==> config.mk <==
export PLATFORM = sky130hd
export DESIGN_NAME = midi_message_interpreter
export DESIGN_NICKNAME = d
export VERILOG_FILES = /design/src/common/midi_pkg.sv /design/src/verilog/byte_fifo.sv /design/src/verilog/midi_message_interpreter.sv
export VERILOG_INCLUDE_DIRS = /design/src /design/src/common
export SDC_FILE = /design/constraint.sdc
export NUM_CORES = 1
export LEC_CHECK = 0
export ABC_AREA = 1
export BUFFER_PORTS_ARGS = -buffer_cell sky130_fd_sc_hd__clkbuf_2
export CAP_MARGIN = 10
export CORE_UTILIZATION = 35
export DETAILED_ROUTE_END_ITERATION = 10
export GPL_TIMING_DRIVEN = 0
export MAX_ROUTING_LAYER = met4
export PLACE_DENSITY = 0.56
export SLEW_MARGIN = 20
export SYNTH_ARGS = -nofsm -noshare
export SYNTH_HDL_FRONTEND = slang
export SYNTH_SLANG_ARGS = --single-unit
==> constraint.sdc <==
create_clock -name core_clk -period 2.65 [get_ports core_clk]
set_input_delay 0.53 -clock core_clk [delete_from_list [all_inputs] [get_ports core_clk]]
set_output_delay 0.53 -clock core_clk [all_outputs]
set_load 0.005 [all_outputs]
==> src/common/midi_map.svh <==
// constants of the midi message interpreter
`ifndef MIDI_MAP_SVH
`define MIDI_MAP_SVH
// status nibbles of channel and system messages
`define MIDI_NOTE_OFF 4'h8
`define MIDI_NOTE_ON 4'h9
`define MIDI_CTRL 4'hb
`define MIDI_PROG 4'hc
`define MIDI_PRESS 4'hd
`define MIDI_SYSTEM 4'hf
// system status bytes
`define MIDI_SX_START 8'hf0
`define MIDI_TC_QUARTER 8'hf1
`define MIDI_SONG_POS 8'hf2
`define MIDI_SONG_SEL 8'hf3
`define MIDI_SX_END 8'hf7
`define MIDI_RT_PREFIX 5'h1f
`define MIDI_CLOCK 8'hf8
`define MIDI_START 8'hfa
`define MIDI_CONTINUE 8'hfb
`define MIDI_STOP 8'hfc
// controller numbers
`define CC_LSB_FIRST 7'h20
`define CC_LSB_LAST 7'h3f
`define CC_SWITCH_FIRST 7'h40
`define CC_SWITCH_LAST 7'h45
`define CC_DATA_INC 7'h60
`define CC_DATA_DEC 7'h61
`define CC_NRPN_MSB 7'h62
`define CC_NRPN_LSB 7'h63
`define CC_RPN_MSB 7'h64
`define CC_RPN_LSB 7'h65
`define CC_MODE_FIRST 7'h79
`define CC_RESET_ALL 7'h79
`define CC_LOCAL 7'h7a
`define CC_ALL_OFF 7'h7b
`define CC_OMNI_OFF 7'h7c
`define CC_OMNI_ON 7'h7d
`define CC_MONO_ON 7'h7e
`define CC_POLY_ON 7'h7f
// values
`define MIDI_VAL_MAX 7'h7f
`define MIDI_VEL_OFF 7'h00
`define MIDI_MIDDLE_C 7'h3c
`define MIDI_MONO_MAX 7'h10
// timing clock: 24 per quarter, 4 sixteenth beats per quarter
`define MIDI_CLK_PER_QN 24
`define MIDI_BEATS_PER_QN 4
`endif

==> src/common/midi_pkg.sv <==
// types shared by the midi message interpreter
package midi_pkg;
  typedef enum logic [1:0] {sx_idle, sx_id, sx_take, sx_skip} sx_state_t;
  typedef enum logic [2:0] {par_nrpn_msb, par_nrpn_lsb, par_rpn_msb, par_rpn_lsb, par_inc, par_dec} param_sel_t;
  typedef enum logic [2:0] {mode_reset_all, mode_local, mode_all_off, mode_omni_off, mode_omni_on, mode_mono_on,
    mode_poly_on} mode_cmd_t;
endpackage : midi_pkg

==> src/verilog/byte_fifo.sv <==
// synchronous fifo with valid and ready on both sides
`timescale 1ns/1ps
module byte_fifo #(
  parameter int WIDTH = 8,
  parameter int DEPTH = 16
) (
  // clock and reset
  input wire logic core_clk,
  input wire logic srst,
  // fill side
  input wire logic in_valid,
  output logic in_ready,
  input wire logic [WIDTH-1:0] in_data,
  // drain side
  output logic out_valid,
  input wire logic out_ready,
  output logic [WIDTH-1:0] out_data
);
  localparam int AW = $clog2(DEPTH);
  logic [WIDTH-1:0] mem_q [DEPTH];
  logic [AW-1:0] wr_q;
  logic [AW-1:0] rd_q;
  logic [AW:0] cnt_q;
  logic push;
  logic pop;

  assign in_ready = cnt_q != (AW+1)'(DEPTH);
  assign out_valid = cnt_q != '0;
  assign out_data = mem_q[rd_q];
  assign push = in_valid && in_ready;
  assign pop = out_valid && out_ready;

  always_ff @(posedge core_clk) begin
    if (push) begin
      mem_q[wr_q] <= in_data;
    end
  end

  // depth need not be a power of two, so pointers wrap explicitly
  always_ff @(posedge core_clk) begin
    if (srst) begin
      wr_q <= '0;
      rd_q <= '0;
      cnt_q <= '0;
    end else begin
      if (push) begin
        wr_q <= (wr_q == AW'(DEPTH - 1)) ? '0 : wr_q + 1'b1;
      end
      if (pop) begin
        rd_q <= (rd_q == AW'(DEPTH - 1)) ? '0 : rd_q + 1'b1;
      end
      cnt_q <= cnt_q + (AW+1)'(push) - (AW+1)'(pop);
    end
  end
endmodule : byte_fifo

==> src/verilog/midi_message_interpreter.sv <==
// midi receive message interpreter with thru echo
`timescale 1ns/1ps
`include "midi_map.svh"
// Contract
// - note numbers 0..127, middle C is 60
// - velocity 1..127; zero velocity means note off
// - program change gives 128 program numbers
// - controllers 32..63 are low bytes of 0..31
// - switch controllers take only 0 or 127
// - continuous controllers carry full 0..127 range
// - decode nrpn, rpn, data increment and decrement
// - controllers 121..127 are channel mode commands
// - mono on count 0..16, zero means omni off
// - omni on: accept every channel
// - omni off: accept only the selected channel
// - system messages pass without channel filter
// - output switchable between own data and echo
// - each timing clock while running advances one 24th quarter
// - song position counts sixteenths, up to 16384; the 14-bit beat_pos_q holds at most 16383
// - start rewinds, stop halts, continue resumes
// - act only on own maker system exclusive
module midi_message_interpreter
  import midi_pkg::*;
#(
  parameter logic [6:0] MAKER_ID = 7'h55, // arbitrary value
  parameter int FIFO_DEPTH = 16
) (
  // clock and reset
  input wire logic core_clk,
  input wire logic srst,
  // received bytes from the uart
  input wire logic rx_valid,
  output logic rx_ready,
  input wire logic [7:0] rx_byte,
  // configuration
  input wire logic thru_en,
  input wire logic [3:0] base_chan,
  // own generated bytes
  input wire logic gen_valid,
  output logic gen_ready,
  input wire logic [7:0] gen_byte,
  // bytes to the uart transmitter
  output logic tx_valid,
  input wire logic tx_ready,
  output logic [7:0] tx_byte,
  // voice events
  output logic note_on_q,
  output logic note_off_q,
  output logic [6:0] note_num_q,
  output logic [6:0] note_vel_q,
  output logic prog_q,
  output logic [6:0] prog_num_q,
  output logic [3:0] msg_chan_q,
  // controller events
  output logic ctrl_q,
  output logic [6:0] ctrl_num_q,
  output logic [6:0] ctrl_val_q,
  output logic ctrl_lsb_q,
  output logic switch_on_q,
  output logic param_q,
  output param_sel_t param_sel_q,
  // channel mode
  output logic mode_q,
  output mode_cmd_t mode_sel_q,
  output logic omni_q,
  output logic mono_q,
  output logic [4:0] mono_count_q,
  output logic local_q,
  // transport
  output logic tick_q,
  output logic running_q,
  output logic [13:0] beat_pos_q,
  output logic [2:0] sub_pos_q,
  // own system exclusive data
  output logic sx_valid_q,
  output logic [6:0] sx_byte_q
);
  localparam logic [2:0] SUB_LAST = 3'(`MIDI_CLK_PER_QN / `MIDI_BEATS_PER_QN - 1);

  // ==========================================================
  // input buffer and output switch
  logic fifo_valid;
  logic [7:0] b;
  logic take;

  byte_fifo #(.WIDTH(8), .DEPTH(FIFO_DEPTH)) u_rx_fifo (
    .core_clk(core_clk),
    .srst(srst),
    .in_valid(rx_valid),
    .in_ready(rx_ready),
    .in_data(rx_byte),
    .out_valid(fifo_valid),
    .out_ready(take),
    .out_data(b)
  );

  // echo stalls parsing so that no byte is parsed without being passed on
  assign take = fifo_valid && (!thru_en || tx_ready);
  assign tx_valid = thru_en ? fifo_valid : gen_valid;
  assign tx_byte = thru_en ? b : gen_byte;
  assign gen_ready = !thru_en && tx_ready;

  // ==========================================================
  // byte classification
  logic [7:0] status_q;
  logic [6:0] data1_q;
  logic have1_q;
  sx_state_t sx_st_q;
  logic is_rt;
  logic is_stat;
  logic need1;
  logic cmplt;
  logic chan_ok;
  logic voice;
  logic [6:0] d1;
  logic [6:0] d2;

  assign is_rt = take && b[7:3] == `MIDI_RT_PREFIX;
  assign is_stat = take && b[7] && !is_rt;
  assign need1 = status_q[7:4] == `MIDI_PROG || status_q[7:4] == `MIDI_PRESS ||
    status_q == `MIDI_TC_QUARTER || status_q == `MIDI_SONG_SEL;
  assign cmplt = take && !b[7] && sx_st_q == sx_idle && status_q[7] && (need1 || have1_q);
  assign d1 = need1 ? b[6:0] : data1_q;
  assign d2 = b[6:0];
  assign chan_ok = omni_q || status_q[3:0] == base_chan;
  assign voice = cmplt && status_q[7:4] != `MIDI_SYSTEM && chan_ok;

  // ==========================================================
  // running status parser; real time bytes never touch it
  always_ff @(posedge core_clk) begin
    if (srst) begin
      status_q <= 8'h00;
      data1_q <= 7'h00;
      have1_q <= 1'b0;
    end else if (is_stat) begin
      // system common status cancels running status
      status_q <= (b[7:4] == `MIDI_SYSTEM && b != `MIDI_SONG_POS && b != `MIDI_TC_QUARTER &&
        b != `MIDI_SONG_SEL) ? 8'h00 : b;
      have1_q <= 1'b0;
    end else if (take && !b[7] && sx_st_q == sx_idle && status_q[7]) begin
      if (cmplt) begin
        have1_q <= 1'b0;
        if (status_q[7:4] == `MIDI_SYSTEM) begin
          status_q <= 8'h00;
        end
      end else begin
        data1_q <= b[6:0];
        have1_q <= 1'b1;
      end
    end
  end

  // ==========================================================
  // voice messages
  always_ff @(posedge core_clk) begin
    if (srst) begin
      note_on_q <= 1'b0;
      note_off_q <= 1'b0;
      note_num_q <= 7'h00;
      note_vel_q <= 7'h00;
      prog_q <= 1'b0;
      prog_num_q <= 7'h00;
      msg_chan_q <= 4'h0;
    end else begin
      note_on_q <= 1'b0;
      note_off_q <= 1'b0;
      prog_q <= 1'b0;
      if (voice) begin
        msg_chan_q <= status_q[3:0];
        unique case (status_q[7:4])
          `MIDI_NOTE_ON, `MIDI_NOTE_OFF: begin
            note_num_q <= d1;
            note_vel_q <= d2;
            note_on_q <= status_q[7:4] == `MIDI_NOTE_ON && d2 != `MIDI_VEL_OFF;
            note_off_q <= status_q[7:4] == `MIDI_NOTE_OFF || d2 == `MIDI_VEL_OFF;
          end
          `MIDI_PROG: begin
            prog_q <= 1'b1;
            prog_num_q <= d1;
          end
          default: begin
          end
        endcase
      end
    end
  end

  // ==========================================================
  // controllers; numbers 102..120 are unassigned and dropped
  logic is_ctrl;
  assign is_ctrl = voice && status_q[7:4] == `MIDI_CTRL;

  always_ff @(posedge core_clk) begin
    if (srst) begin
      ctrl_q <= 1'b0;
      ctrl_num_q <= 7'h00;
      ctrl_val_q <= 7'h00;
      ctrl_lsb_q <= 1'b0;
      switch_on_q <= 1'b0;
      param_q <= 1'b0;
      param_sel_q <= par_nrpn_msb;
    end else begin
      ctrl_q <= 1'b0;
      param_q <= 1'b0;
      if (is_ctrl && (d1 <= `CC_RPN_LSB)) begin
        ctrl_q <= 1'b1;
        ctrl_num_q <= d1;
        ctrl_val_q <= d2;
        ctrl_lsb_q <= d1 >= `CC_LSB_FIRST && d1 <= `CC_LSB_LAST;
        // anything short of full scale counts as off
        switch_on_q <= d2 == `MIDI_VAL_MAX;
        if (d1 >= `CC_DATA_INC) begin
          param_q <= 1'b1;
          unique case (d1)
            `CC_DATA_INC: param_sel_q <= par_inc;
            `CC_DATA_DEC: param_sel_q <= par_dec;
            `CC_NRPN_MSB: param_sel_q <= par_nrpn_msb;
            `CC_NRPN_LSB: param_sel_q <= par_nrpn_lsb;
            `CC_RPN_MSB: param_sel_q <= par_rpn_msb;
            default: param_sel_q <= par_rpn_lsb;
          endcase
        end
      end
    end
  end

  // ==========================================================
  // channel mode commands
  logic is_mode;
  assign is_mode = is_ctrl && d1 >= `CC_MODE_FIRST;

  always_ff @(posedge core_clk) begin
    if (srst) begin
      mode_q <= 1'b0;
      mode_sel_q <= mode_reset_all;
      omni_q <= 1'b1;
      mono_q <= 1'b0;
      mono_count_q <= 5'h00;
      local_q <= 1'b1;
    end else begin
      mode_q <= 1'b0;
      if (is_mode && !(d1 == `CC_MONO_ON && d2 > `MIDI_MONO_MAX)) begin
        mode_q <= 1'b1;
        unique case (d1)
          `CC_RESET_ALL: mode_sel_q <= mode_reset_all;
          `CC_LOCAL: begin
            mode_sel_q <= mode_local;
            local_q <= d2 == `MIDI_VAL_MAX;
          end
          `CC_ALL_OFF: mode_sel_q <= mode_all_off;
          `CC_OMNI_OFF: begin
            mode_sel_q <= mode_omni_off;
            omni_q <= 1'b0;
          end
          `CC_OMNI_ON: begin
            mode_sel_q <= mode_omni_on;
            omni_q <= 1'b1;
          end
          `CC_MONO_ON: begin
            mode_sel_q <= mode_mono_on;
            mono_q <= 1'b1;
            mono_count_q <= d2[4:0];
            if (d2 == 7'h00) begin
              omni_q <= 1'b0;
            end
          end
          default: begin
            mode_sel_q <= mode_poly_on;
            mono_q <= 1'b0;
          end
        endcase
      end
    end
  end

  // ==========================================================
  // transport; clocks count only while running
  always_ff @(posedge core_clk) begin
    if (srst) begin
      tick_q <= 1'b0;
      running_q <= 1'b0;
      beat_pos_q <= 14'h0000;
      sub_pos_q <= 3'h0;
    end else begin
      tick_q <= is_rt && b == `MIDI_CLOCK;
      if (is_rt) begin
        unique case (b)
          `MIDI_CLOCK: begin
            if (running_q) begin
              if (sub_pos_q == SUB_LAST) begin
                sub_pos_q <= 3'h0;
                beat_pos_q <= beat_pos_q + 14'h0001;
              end else begin
                sub_pos_q <= sub_pos_q + 3'h1;
              end
            end
          end
          `MIDI_START: begin
            running_q <= 1'b1;
            beat_pos_q <= 14'h0000;
            sub_pos_q <= 3'h0;
          end
          `MIDI_CONTINUE: running_q <= 1'b1;
          `MIDI_STOP: running_q <= 1'b0;
          default: begin
          end
        endcase
      end else if (cmplt && status_q == `MIDI_SONG_POS) begin
        beat_pos_q <= {d2, d1};
        sub_pos_q <= 3'h0;
      end
    end
  end

  // ==========================================================
  // system exclusive filter
  always_ff @(posedge core_clk) begin
    if (srst) begin
      sx_st_q <= sx_idle;
      sx_valid_q <= 1'b0;
      sx_byte_q <= 7'h00;
    end else begin
      sx_valid_q <= 1'b0;
      if (is_stat) begin
        sx_st_q <= (b == `MIDI_SX_START) ? sx_id : sx_idle;
      end else if (take && !b[7]) begin
        unique case (sx_st_q)
          sx_id: sx_st_q <= (b[6:0] == MAKER_ID) ? sx_take : sx_skip;
          sx_take: begin
            sx_valid_q <= 1'b1;
            sx_byte_q <= b[6:0];
          end
          sx_skip, sx_idle: begin
          end
        endcase
      end
    end
  end

  // ==========================================================
  // checks
  property p_vel_zero;
    @(posedge core_clk) disable iff (srst) note_on_q |-> note_vel_q != 7'h00 && !note_off_q;
  endproperty
  a_vel_zero: assert property (p_vel_zero) else $error("note on with zero velocity");

  property p_zero_is_off;
    @(posedge core_clk) disable iff (srst)
      (voice && status_q[7:4] == `MIDI_NOTE_ON && d2 == 7'h00) |=> note_off_q && note_num_q == $past(d1);
  endproperty
  a_zero_is_off: assert property (p_zero_is_off) else $error("zero velocity not a note off");

  property p_chan_filter;
    @(posedge core_clk) disable iff (srst)
      ((note_on_q || note_off_q || prog_q || ctrl_q) && !$past(omni_q)) |-> msg_chan_q == $past(base_chan);
  endproperty
  a_chan_filter: assert property (p_chan_filter) else $error("foreign channel accepted");

  property p_lsb_pair;
    @(posedge core_clk) disable iff (srst)
      ctrl_q |-> ctrl_lsb_q == (ctrl_num_q >= `CC_LSB_FIRST && ctrl_num_q <= `CC_LSB_LAST);
  endproperty
  a_lsb_pair: assert property (p_lsb_pair) else $error("low byte pairing wrong");

  property p_mono_zero;
    @(posedge core_clk) disable iff (srst) (is_mode && d1 == `CC_MONO_ON && d2 == 7'h00) |=> !omni_q && mono_q;
  endproperty
  a_mono_zero: assert property (p_mono_zero) else $error("mono zero kept omni");

  property p_tick_wrap;
    @(posedge core_clk) disable iff (srst) (is_rt && b == `MIDI_CLOCK && running_q && sub_pos_q == SUB_LAST)
      |=> sub_pos_q == 3'h0 && beat_pos_q == $past(beat_pos_q) + 14'h0001;
  endproperty
  a_tick_wrap: assert property (p_tick_wrap) else $error("beat not advanced");

  property p_start;
    @(posedge core_clk) disable iff (srst) (is_rt && b == `MIDI_START) |=> running_q && beat_pos_q == 14'h0000;
  endproperty
  a_start: assert property (p_start) else $error("start did not rewind");

  property p_stop_hold;
    @(posedge core_clk) disable iff (srst) (is_rt && b == `MIDI_STOP) |=> !running_q && $stable(beat_pos_q);
  endproperty
  a_stop_hold: assert property (p_stop_hold) else $error("stop moved position");

  property p_song_pos;
    @(posedge core_clk) disable iff (srst)
      (cmplt && status_q == `MIDI_SONG_POS) |=> beat_pos_q == {$past(d2), $past(d1)};
  endproperty
  a_song_pos: assert property (p_song_pos) else $error("song position not loaded");

  property p_sx_own;
    @(posedge core_clk) disable iff (srst) sx_valid_q |-> $past(sx_st_q) == sx_take;
  endproperty
  a_sx_own: assert property (p_sx_own) else $error("foreign exclusive data passed");

  property p_echo;
    @(posedge core_clk) disable iff (srst) thru_en |-> !gen_ready && (take == (fifo_valid && tx_ready));
  endproperty
  a_echo: assert property (p_echo) else $error("echo path wrong");

  c_note: cover property (@(posedge core_clk) disable iff (srst) note_on_q ##[1:50] note_off_q);
  c_sx: cover property (@(posedge core_clk) disable iff (srst) sx_valid_q);
  c_tick: cover property (@(posedge core_clk) disable iff (srst) tick_q && running_q && sub_pos_q == 3'h0);
  c_echo: cover property (@(posedge core_clk) disable iff (srst) thru_en && take);
endmodule : midi_message_interpreter

==> results.tsv, run 1 <==
metric	value	unit
dpl.hpwl	22560	um
r2r_end	beat_pos_q[4]$_SDFFE_PP0P_	
synthMuxAreaShare	0	
cts_hold_buf	0	
htreeDepth	1	
syn-num-nets	1363	
ys.warnings.count	0	
die_w	182.4	um
min-delay-start	rx_valid	
synth_fa_ha_area_frac	0.01494	
dieArea	0.03328	mm^2
syn_to_final_growth	33.25	%
overflow	0	
antenna_found_initial	0	
ioPinCount	125	
synth_edf_count	128	
rsz0062_at_grt	yes	
power_leakage	6.397	nW
violations	negative setup slack	
ys_top_cells_by_count	nand2_1, nor2_1, inv_1	
synthSimpleGateAreaFrac	0.2584	
syn_inst	1324	
ys_seq_area_frac	0.5535	
final_antenna_net_count	0	
setup_viol	45	
gp_congestion	0.8604	
synth_top_cell_area_share	0.3374	
reg2regPathDepth	19	
clock_sink_count	251	
setup_ws	-0.1815	ns
wl_per_cell	16.95	um
vias	9800	
synth_top_family_by_area	simple AND/OR/NAND/NOR gates	
syn_area_per_cell	8.605	um^2
worstSkewPairLatency	0.55	ns
ys_async_sr_fraction	0	
reg2reg_setup_slack	-0.14	ns
fin_crit	2.832	ns
hold_depth	3	
clock_tree.buffer_depth	3	
yosysMostFrequentCell	nand2_1	
cts-root-buf	clkbuf_16	
core_area	0.03180	mm^2
grt_usage	0.2042	
numCtsBuffers	28	
status	complete, but fails checks	
required	2.12	ns
path_clk_slew	0.06	ns
fillers	2993	
synth_top_flop_cell	edfxtp_1	
dr.pass1.iters	5	
hold_class	in -> reg	
viasPerCell	4.832	
tritoncts	built	
slowest_delay	0.38	ns
fin_nets	1612	
wl	34370	um
fin_skew	0.02866	ns
io_buffers	124	
max_cap_violations	0	
path_cells	buf_12 > buf_12 > clkbuf_16 > o21ai_2 > o211ai_1 > nand3_2 > nand2_4 > inv_4 > o21ai_2 > buf_2	
p_per_area	931.1	mW/mm^2
rows	65	
grt_pass1_vias	9059	
synth-xor-area-share	0.01384	
hold_viol	0	
worst_pin_slew	1.041	ns
cpMaxStageDelayCell	dfxtp_4	
grt_start_max_net_pins	17	
relSlewSlack	0.3036	
synth_cell_types	47	
drc_errors	0	
first_iter_violations	695	
period_share	1.068	
end_kind	output pin	
placed_area	0.01256	mm^2
fin_util	0.4774	
maxSlewViolCount	0	
cp-start-kind	flop	
die_h	182.4	um
crit_type	reg -> out	
initial_core_util	0.3583	
peakVddDrop	490.6	uV
grt_first_pass_wirelength	51070	um
synthTopCellsByArea	edfxtp_1, dfxtp_1, nand2_1, nor2_1, inv_1	
num_antenna_cells	0	
yosysTopAreaCell	edfxtp_1	
fmax	0.3532	GHz
crit_end	tx_byte[7]	
cp_max_fo	8	
arrival	2.30	ns
synth_compound_area_frac	0.08346	
synth_area	0.01139	mm^2
finalInstanceArea	0.01518	mm^2
drive_above_1_share	0.2856	
post-place-cells	1883	
synth_seq_cells	251	
stdcell_count	2028	
## final cells by class
| type | count | area (um^2) | area share |
|---|---|---|---|
| tap | 435 | 544.3 | 0.03585 |
| clock inverter | 7 | 70.07 | 0.004615 |
| sequential | 251 | 6315 | 0.4159 |
| multi-input combinational | 875 | 4800 | 0.3161 |
| clock buffer | 43 | 824.5 | 0.05431 |
| timing repair buffer | 219 | 1535 | 0.1011 |
| inverter | 153 | 640.6 | 0.04220 |
| buffer | 45 | 452.9 | 0.02983 |
## state kept, by name, summed over array words and instances (netlist names), 5 cells and up, named ones only
signal	cells
beat_pos_q	14
ctrl_num_q	7
ctrl_val_q	7
data1_q	7
mono_count_q	5
note_num_q	7
note_vel_q	7
prog_num_q	7
status_q	8
sx_byte_q	7
u_rx_fifo.cnt_q	5
u_rx_fifo.mem_q	128
## per-stage QoR
step           hold WS [ns]  worst slack (ns)  TNS (ns)  total power (W)
3_5_place_dp         0.4339           -0.5736    -30.73         0.008587
6_report             0.3086           -0.1815    -3.335          0.01414
2_1_floorplan        0.4372            0.1441         0         0.007239
4_1_cts              0.2944           -0.1638    -1.998          0.01321
5_1_grt              0.3688           -0.2624    -10.45          0.01483
3_3_place_gp         0.4288           -0.5889    -29.82         0.008563
## how the worst min path moves through the flow
stage                                     end  slack [ns]
6_report       u_rx_fifo.wr_q[1]$_SDFFE_PP0N_        0.31
5_1_grt        u_rx_fifo.wr_q[1]$_SDFFE_PP0N_        0.37
4_1_cts        u_rx_fifo.wr_q[1]$_SDFFE_PP0N_        0.29
3_5_place_dp       ctrl_num_q[0]$_SDFFE_PP0P_        0.43
3_3_place_gp       ctrl_num_q[0]$_SDFFE_PP0P_        0.43
2_1_floorplan      ctrl_num_q[0]$_SDFFE_PP0P_        0.44
## where the power goes
part           switching [W]  internal, W  total, W
combinational        0.00349      0.00230   0.00579
sequential          0.000228      0.00436   0.00459
clock                0.00153      0.00223   0.00376
## worst max-delay path, delay by kind of cell, from the launching register on
kind,cells,cell delay (ns)
buffers and inverters,5,0.60
AOI/OAI and AO/OA,3,0.43
DFF,1,0.38
and+or+nand+nor,2,0.34
## placed cells by master (no fill, tap or decap), types with 9 or more instances in the layout
| cell type | count |
|---|---|
| o21ai_1 | 22 |
| clkbuf_2 | 120 |
| ha_1 | 9 |
| xnor2_1 | 9 |
| nor2_2 | 9 |
| clkbuf_16 | 29 |
| nand3_2 | 23 |
| o21ai_0 | 46 |
| dfxtp_1 | 118 |
| edfxtp_1 | 128 |
| xor2_1 | 9 |
| clkbuf_1 | 18 |
| buf_12 | 16 |
| nand2_1 | 325 |
| buf_4 | 75 |
| nor2_4 | 14 |
| buf_6 | 25 |
| inv_4 | 11 |
| nand3_4 | 9 |
| nor2_1 | 142 |
| inv_1 | 127 |
| nand2_4 | 19 |
| nand2_2 | 15 |
| nand3_1 | 75 |
| a21oi_1 | 63 |
## cell families (layout without fill, tap and decap cells)
family,Yosys count,count (layout)
DFF,251,251
adders and majority gates,13,13
xor gates and xnor gates,18,18
and+or+nand+nor,674,675
AOI/OAI and AO/OA,169,169
buffers and inverters,199,467
## per-layer routing
metal	up-vias	wire length, um	global-route usage
li1	4836	-	-
met1	4596	15300	0.2731
met2	313	16070	0.3209
met3	55	2163	0.02954
met4	0	846	0.06084
met5	-	0	-
## repair_timing
item | 4_1_cts | 5_1_grt
gates resized for setup | 97 | 153
pin swaps | 15 | 38
setup buffers | 36 | 54
setup endpoints to repair | 101 | 118
cloned | 2 | 4
Power figures use the tool's default switching activity.
==> inputs of run 2 (changes only) <==
--- a/config.mk
+++ b/config.mk
@@ -13,7 +13,6 @@
 export DETAILED_ROUTE_END_ITERATION = 10
 export GPL_TIMING_DRIVEN = 0
 export MAX_ROUTING_LAYER = met4
-export PLACE_DENSITY = 0.56
 export SLEW_MARGIN = 20
 export SYNTH_ARGS = -nofsm -noshare
 export SYNTH_HDL_FRONTEND = slang
==> constraint.sdc (replaced) <==
create_clock -name core_clk -period 2.65 [get_ports core_clk]
set_input_delay 0.265 -clock core_clk [delete_from_list [all_inputs] [get_ports core_clk]]
set_output_delay 0.265 -clock core_clk [all_outputs]
set_load 0.005 [all_outputs]
==> run 2 against run 1 <==
The flow still finishes with violations (negative setup slack). Clock power increased by 2%. Combinational power decreased by 7.4%. Core utilization decreased by 0.63 points. Worst setup slack improved by 0.13 ns. Non-clock buffer count decreased by 15. Global-route usage decreased by 0.48 points.
==> results.tsv, run 2 (same netlist as run 1, synthesis figures left out) <==
metric	value	unit	change
drive_above_1_share	0.2814		was 0.2856
rows	65		unchanged
tritoncts	built		unchanged
largestRegisters	u_rx_fifo.mem_q: 128 flops, beat_pos_q: 14 flops, status_q: 8 flops		unchanged
p_sw_frac	0.3670		was 0.3712
wl	33640	um	was 34370 um
vias	9841		was 9800
ioPinCount	125		unchanged
fin_skew	0.01551	ns	was 0.02866 ns
initial_core_util	0.3583		unchanged
wl_per_cell	16.71	um	was 16.95 um
dieArea	0.03328	mm^2	unchanged
seq_power_share	0.332		was 0.325
final_common_cell	nand2_1		unchanged
dpl_worst_slack	-0.5747	ns	was -0.5736 ns
reg2regPathDepth	15		was 19
dpl.hpwl	22300	um	was 22560 um
mostFrequentLayoutCells	nand2_1, nor2_1, inv_1, edfxtp_1, clkbuf_2		was nand2_1, nor2_1, edfxtp_1, inv_1, clkbuf_2
largest_register	u_rx_fifo.mem_q		unchanged
htreeDepth	1		unchanged
path_clk_slew	0.06	ns	about the same
p_sw	0.005058	W	was 0.005247 W
clock_sink_count	251		unchanged
max_cap_violations	0		unchanged
relSlewSlack	0.3276		was 0.3036
setup_ws	-0.04721	ns	was -0.1815 ns
grt_usage	0.1995		was 0.2042
drc_errors	0		unchanged
arrival	3.09	ns	was 2.30 ns
worstSkewPairLatency	0.54	ns	was 0.55 ns
die_h	182.4	um	unchanged
required	3.04	ns	was 2.12 ns
fin_crit	2.697	ns	was 2.832 ns
grt_first_pass_wirelength	50340	um	was 51070 um
num_antenna_cells	0		unchanged
p_int	0.008724	W	was 0.008889 W
fin_nets	1596		was 1612
violations	negative setup slack		unchanged
viasPerCell	4.889		was 4.832
hold_depth	3		unchanged
grt_start_max_net_pins	17		unchanged
die_w	182.4	um	unchanged
syn_to_final_growth	31.51	%	was 33.25%
peakVddDrop	593.6	uV	was 490.6 uV
largest_reg_flops	128		unchanged
cts-root-buf	clkbuf_16		unchanged
period_share	1.018		was 1.068
hold-worst-slack	0.05404	ns	was 0.3086 ns
hold_viol	0		unchanged
status	complete, but fails checks		unchanged
cts_hold_buf	0		unchanged
overflow	0		unchanged
gp_congestion	0.8663		was 0.8604
first_iter_violations	733		was 695
power_frac_clock	0.279		was 0.266
cp-start-kind	flop		unchanged
dr.pass1.iters	5		unchanged
rsz0062_at_grt	yes		unchanged
crit_type	reg -> reg		was reg -> out
cp_max_fo	8		unchanged
worst_pin_slew	1.005	ns	was 1.041 ns
maxSlewViolCount	0		unchanged
p_per_area	919.8	mW/mm^2	was 931.1 mW/mm^2
fmax	0.3708	GHz	was 0.3532 GHz
hold_class	in -> reg		unchanged
antenna_found_initial	0		unchanged
core_area	0.03180	mm^2	unchanged
clock_tree.buffer_depth	3		unchanged
final_antenna_net_count	0		unchanged
setup_viol	12		was 45
comb_power_share	0.389		was 0.410
numCtsBuffers	28		unchanged
end_kind	flop		was output pin
power_leakage	6.262	nW	was 6.397 nW
grt_pass1_vias	9307		was 9059
io_buffers	124		unchanged
## run 2: cell types whose count changed in the layout (fill, tap and decap cells not counted), sizes merged
cell / previous run / this run
buf: 130 / 106
bufinv: 1 / 2
clkbuf: 177 / 183
clkinv: 8 / 12
inv: 148 / 147
nand4: 11 / 10
## run 2: layout make-up
class                           count  area, um^2
Clock buffer                       40       817.0
Tap cell                          435       544.3
Clock inverter                     11       105.1
Inverter                          153       633.1
Multi-Input combinational cell    874        4780
Timing Repair Buffer              204        1375
Sequential cell                   251        6311
Fill cell                        2987       16820
Buffer                             45       417.9
## run 2: power by group through the flow
stage | sequential (W) | clock [W] | combinational, W
5_1_grt | 0.00461 | 0.00406 | 0.00580
6_report | 0.00458 | 0.00385 | 0.00536
2_1_floorplan | 0.00459 | 0 | 0.00265
3_5_place_dp | 0.00464 | 0 | 0.00391
3_3_place_gp | 0.00463 | 0 | 0.00387
4_1_cts | 0.00457 | 0.00391 | 0.00454
## run 2: stage by stage
stage | total power, W | area (um^2) | util | cells | TNS (ns)
6_report | 0.01378 | 14980 | 0.4712 | 2013 | -0.2121
3_3_place_gp | 0.008499 | 12560 | 0.3949 | 1883 | -26.15
4_1_cts | 0.01302 | 13970 | 0.4394 | 1965 | -0.002243
3_5_place_dp | 0.008548 | 12560 | 0.3949 | 1883 | -28.83
5_1_grt | 0.01447 | 14980 | 0.4712 | 2013 | -7.208
2_1_floorplan | 0.007235 | 11390 | - | 1324 | 0
## run 2: routing by layer
| metal | up-vias | wire, um | track usage |
|---|---|---|---|
| li1 | 4792 | - | - |
| met1 | 4645 | 15090 | 0.2611 |
| met2 | 332 | 15680 | 0.3177 |
| met3 | 72 | 1770 | 0.02574 |
| met4 | 0 | 1098 | 0.07025 |
| met5 | - | 0 | - |
## run 2: worst paths after layout
kind	to	start	slack, ns
min reg2reg	ctrl_num_q[0]$_SDFFE_PP0P_	ctrl_num_q[0]$_SDFFE_PP0P_	0.46
min	u_rx_fifo.wr_q[1]$_SDFFE_PP0N_	rx_valid	0.05
max	ctrl_num_q[5]$_SDFFE_PP0P_	flop	-0.05
max reg2reg	ctrl_num_q[5]$_SDFFE_PP0P_	flop	-0.05
## run 2: worst max-delay path, cell delays in order (launching register included)
cell	delay (ns)
dfxtp_4	0.37
buf_12	0.15
buf_12	0.14
clkbuf_16	0.15
o21ai_2	0.12
o211ai_1	0.15
nand3_2	0.16
buf_4	0.15
nand3_4	0.09
nor2_4	0.20
nand4_4	0.15
nor2_4	0.26
nand3_4	0.16
buf_12	0.18
nand2_2	0.05
a21oi_1	0.06
## run 2: repair_timing
action,CTS,global route
endpoints found under the setup margin,100,118
pin swaps,19,32
setup buffers,31,43
hold endpoints to repair,0,0
gates resized for setup,77,168
gates cloned,1,5
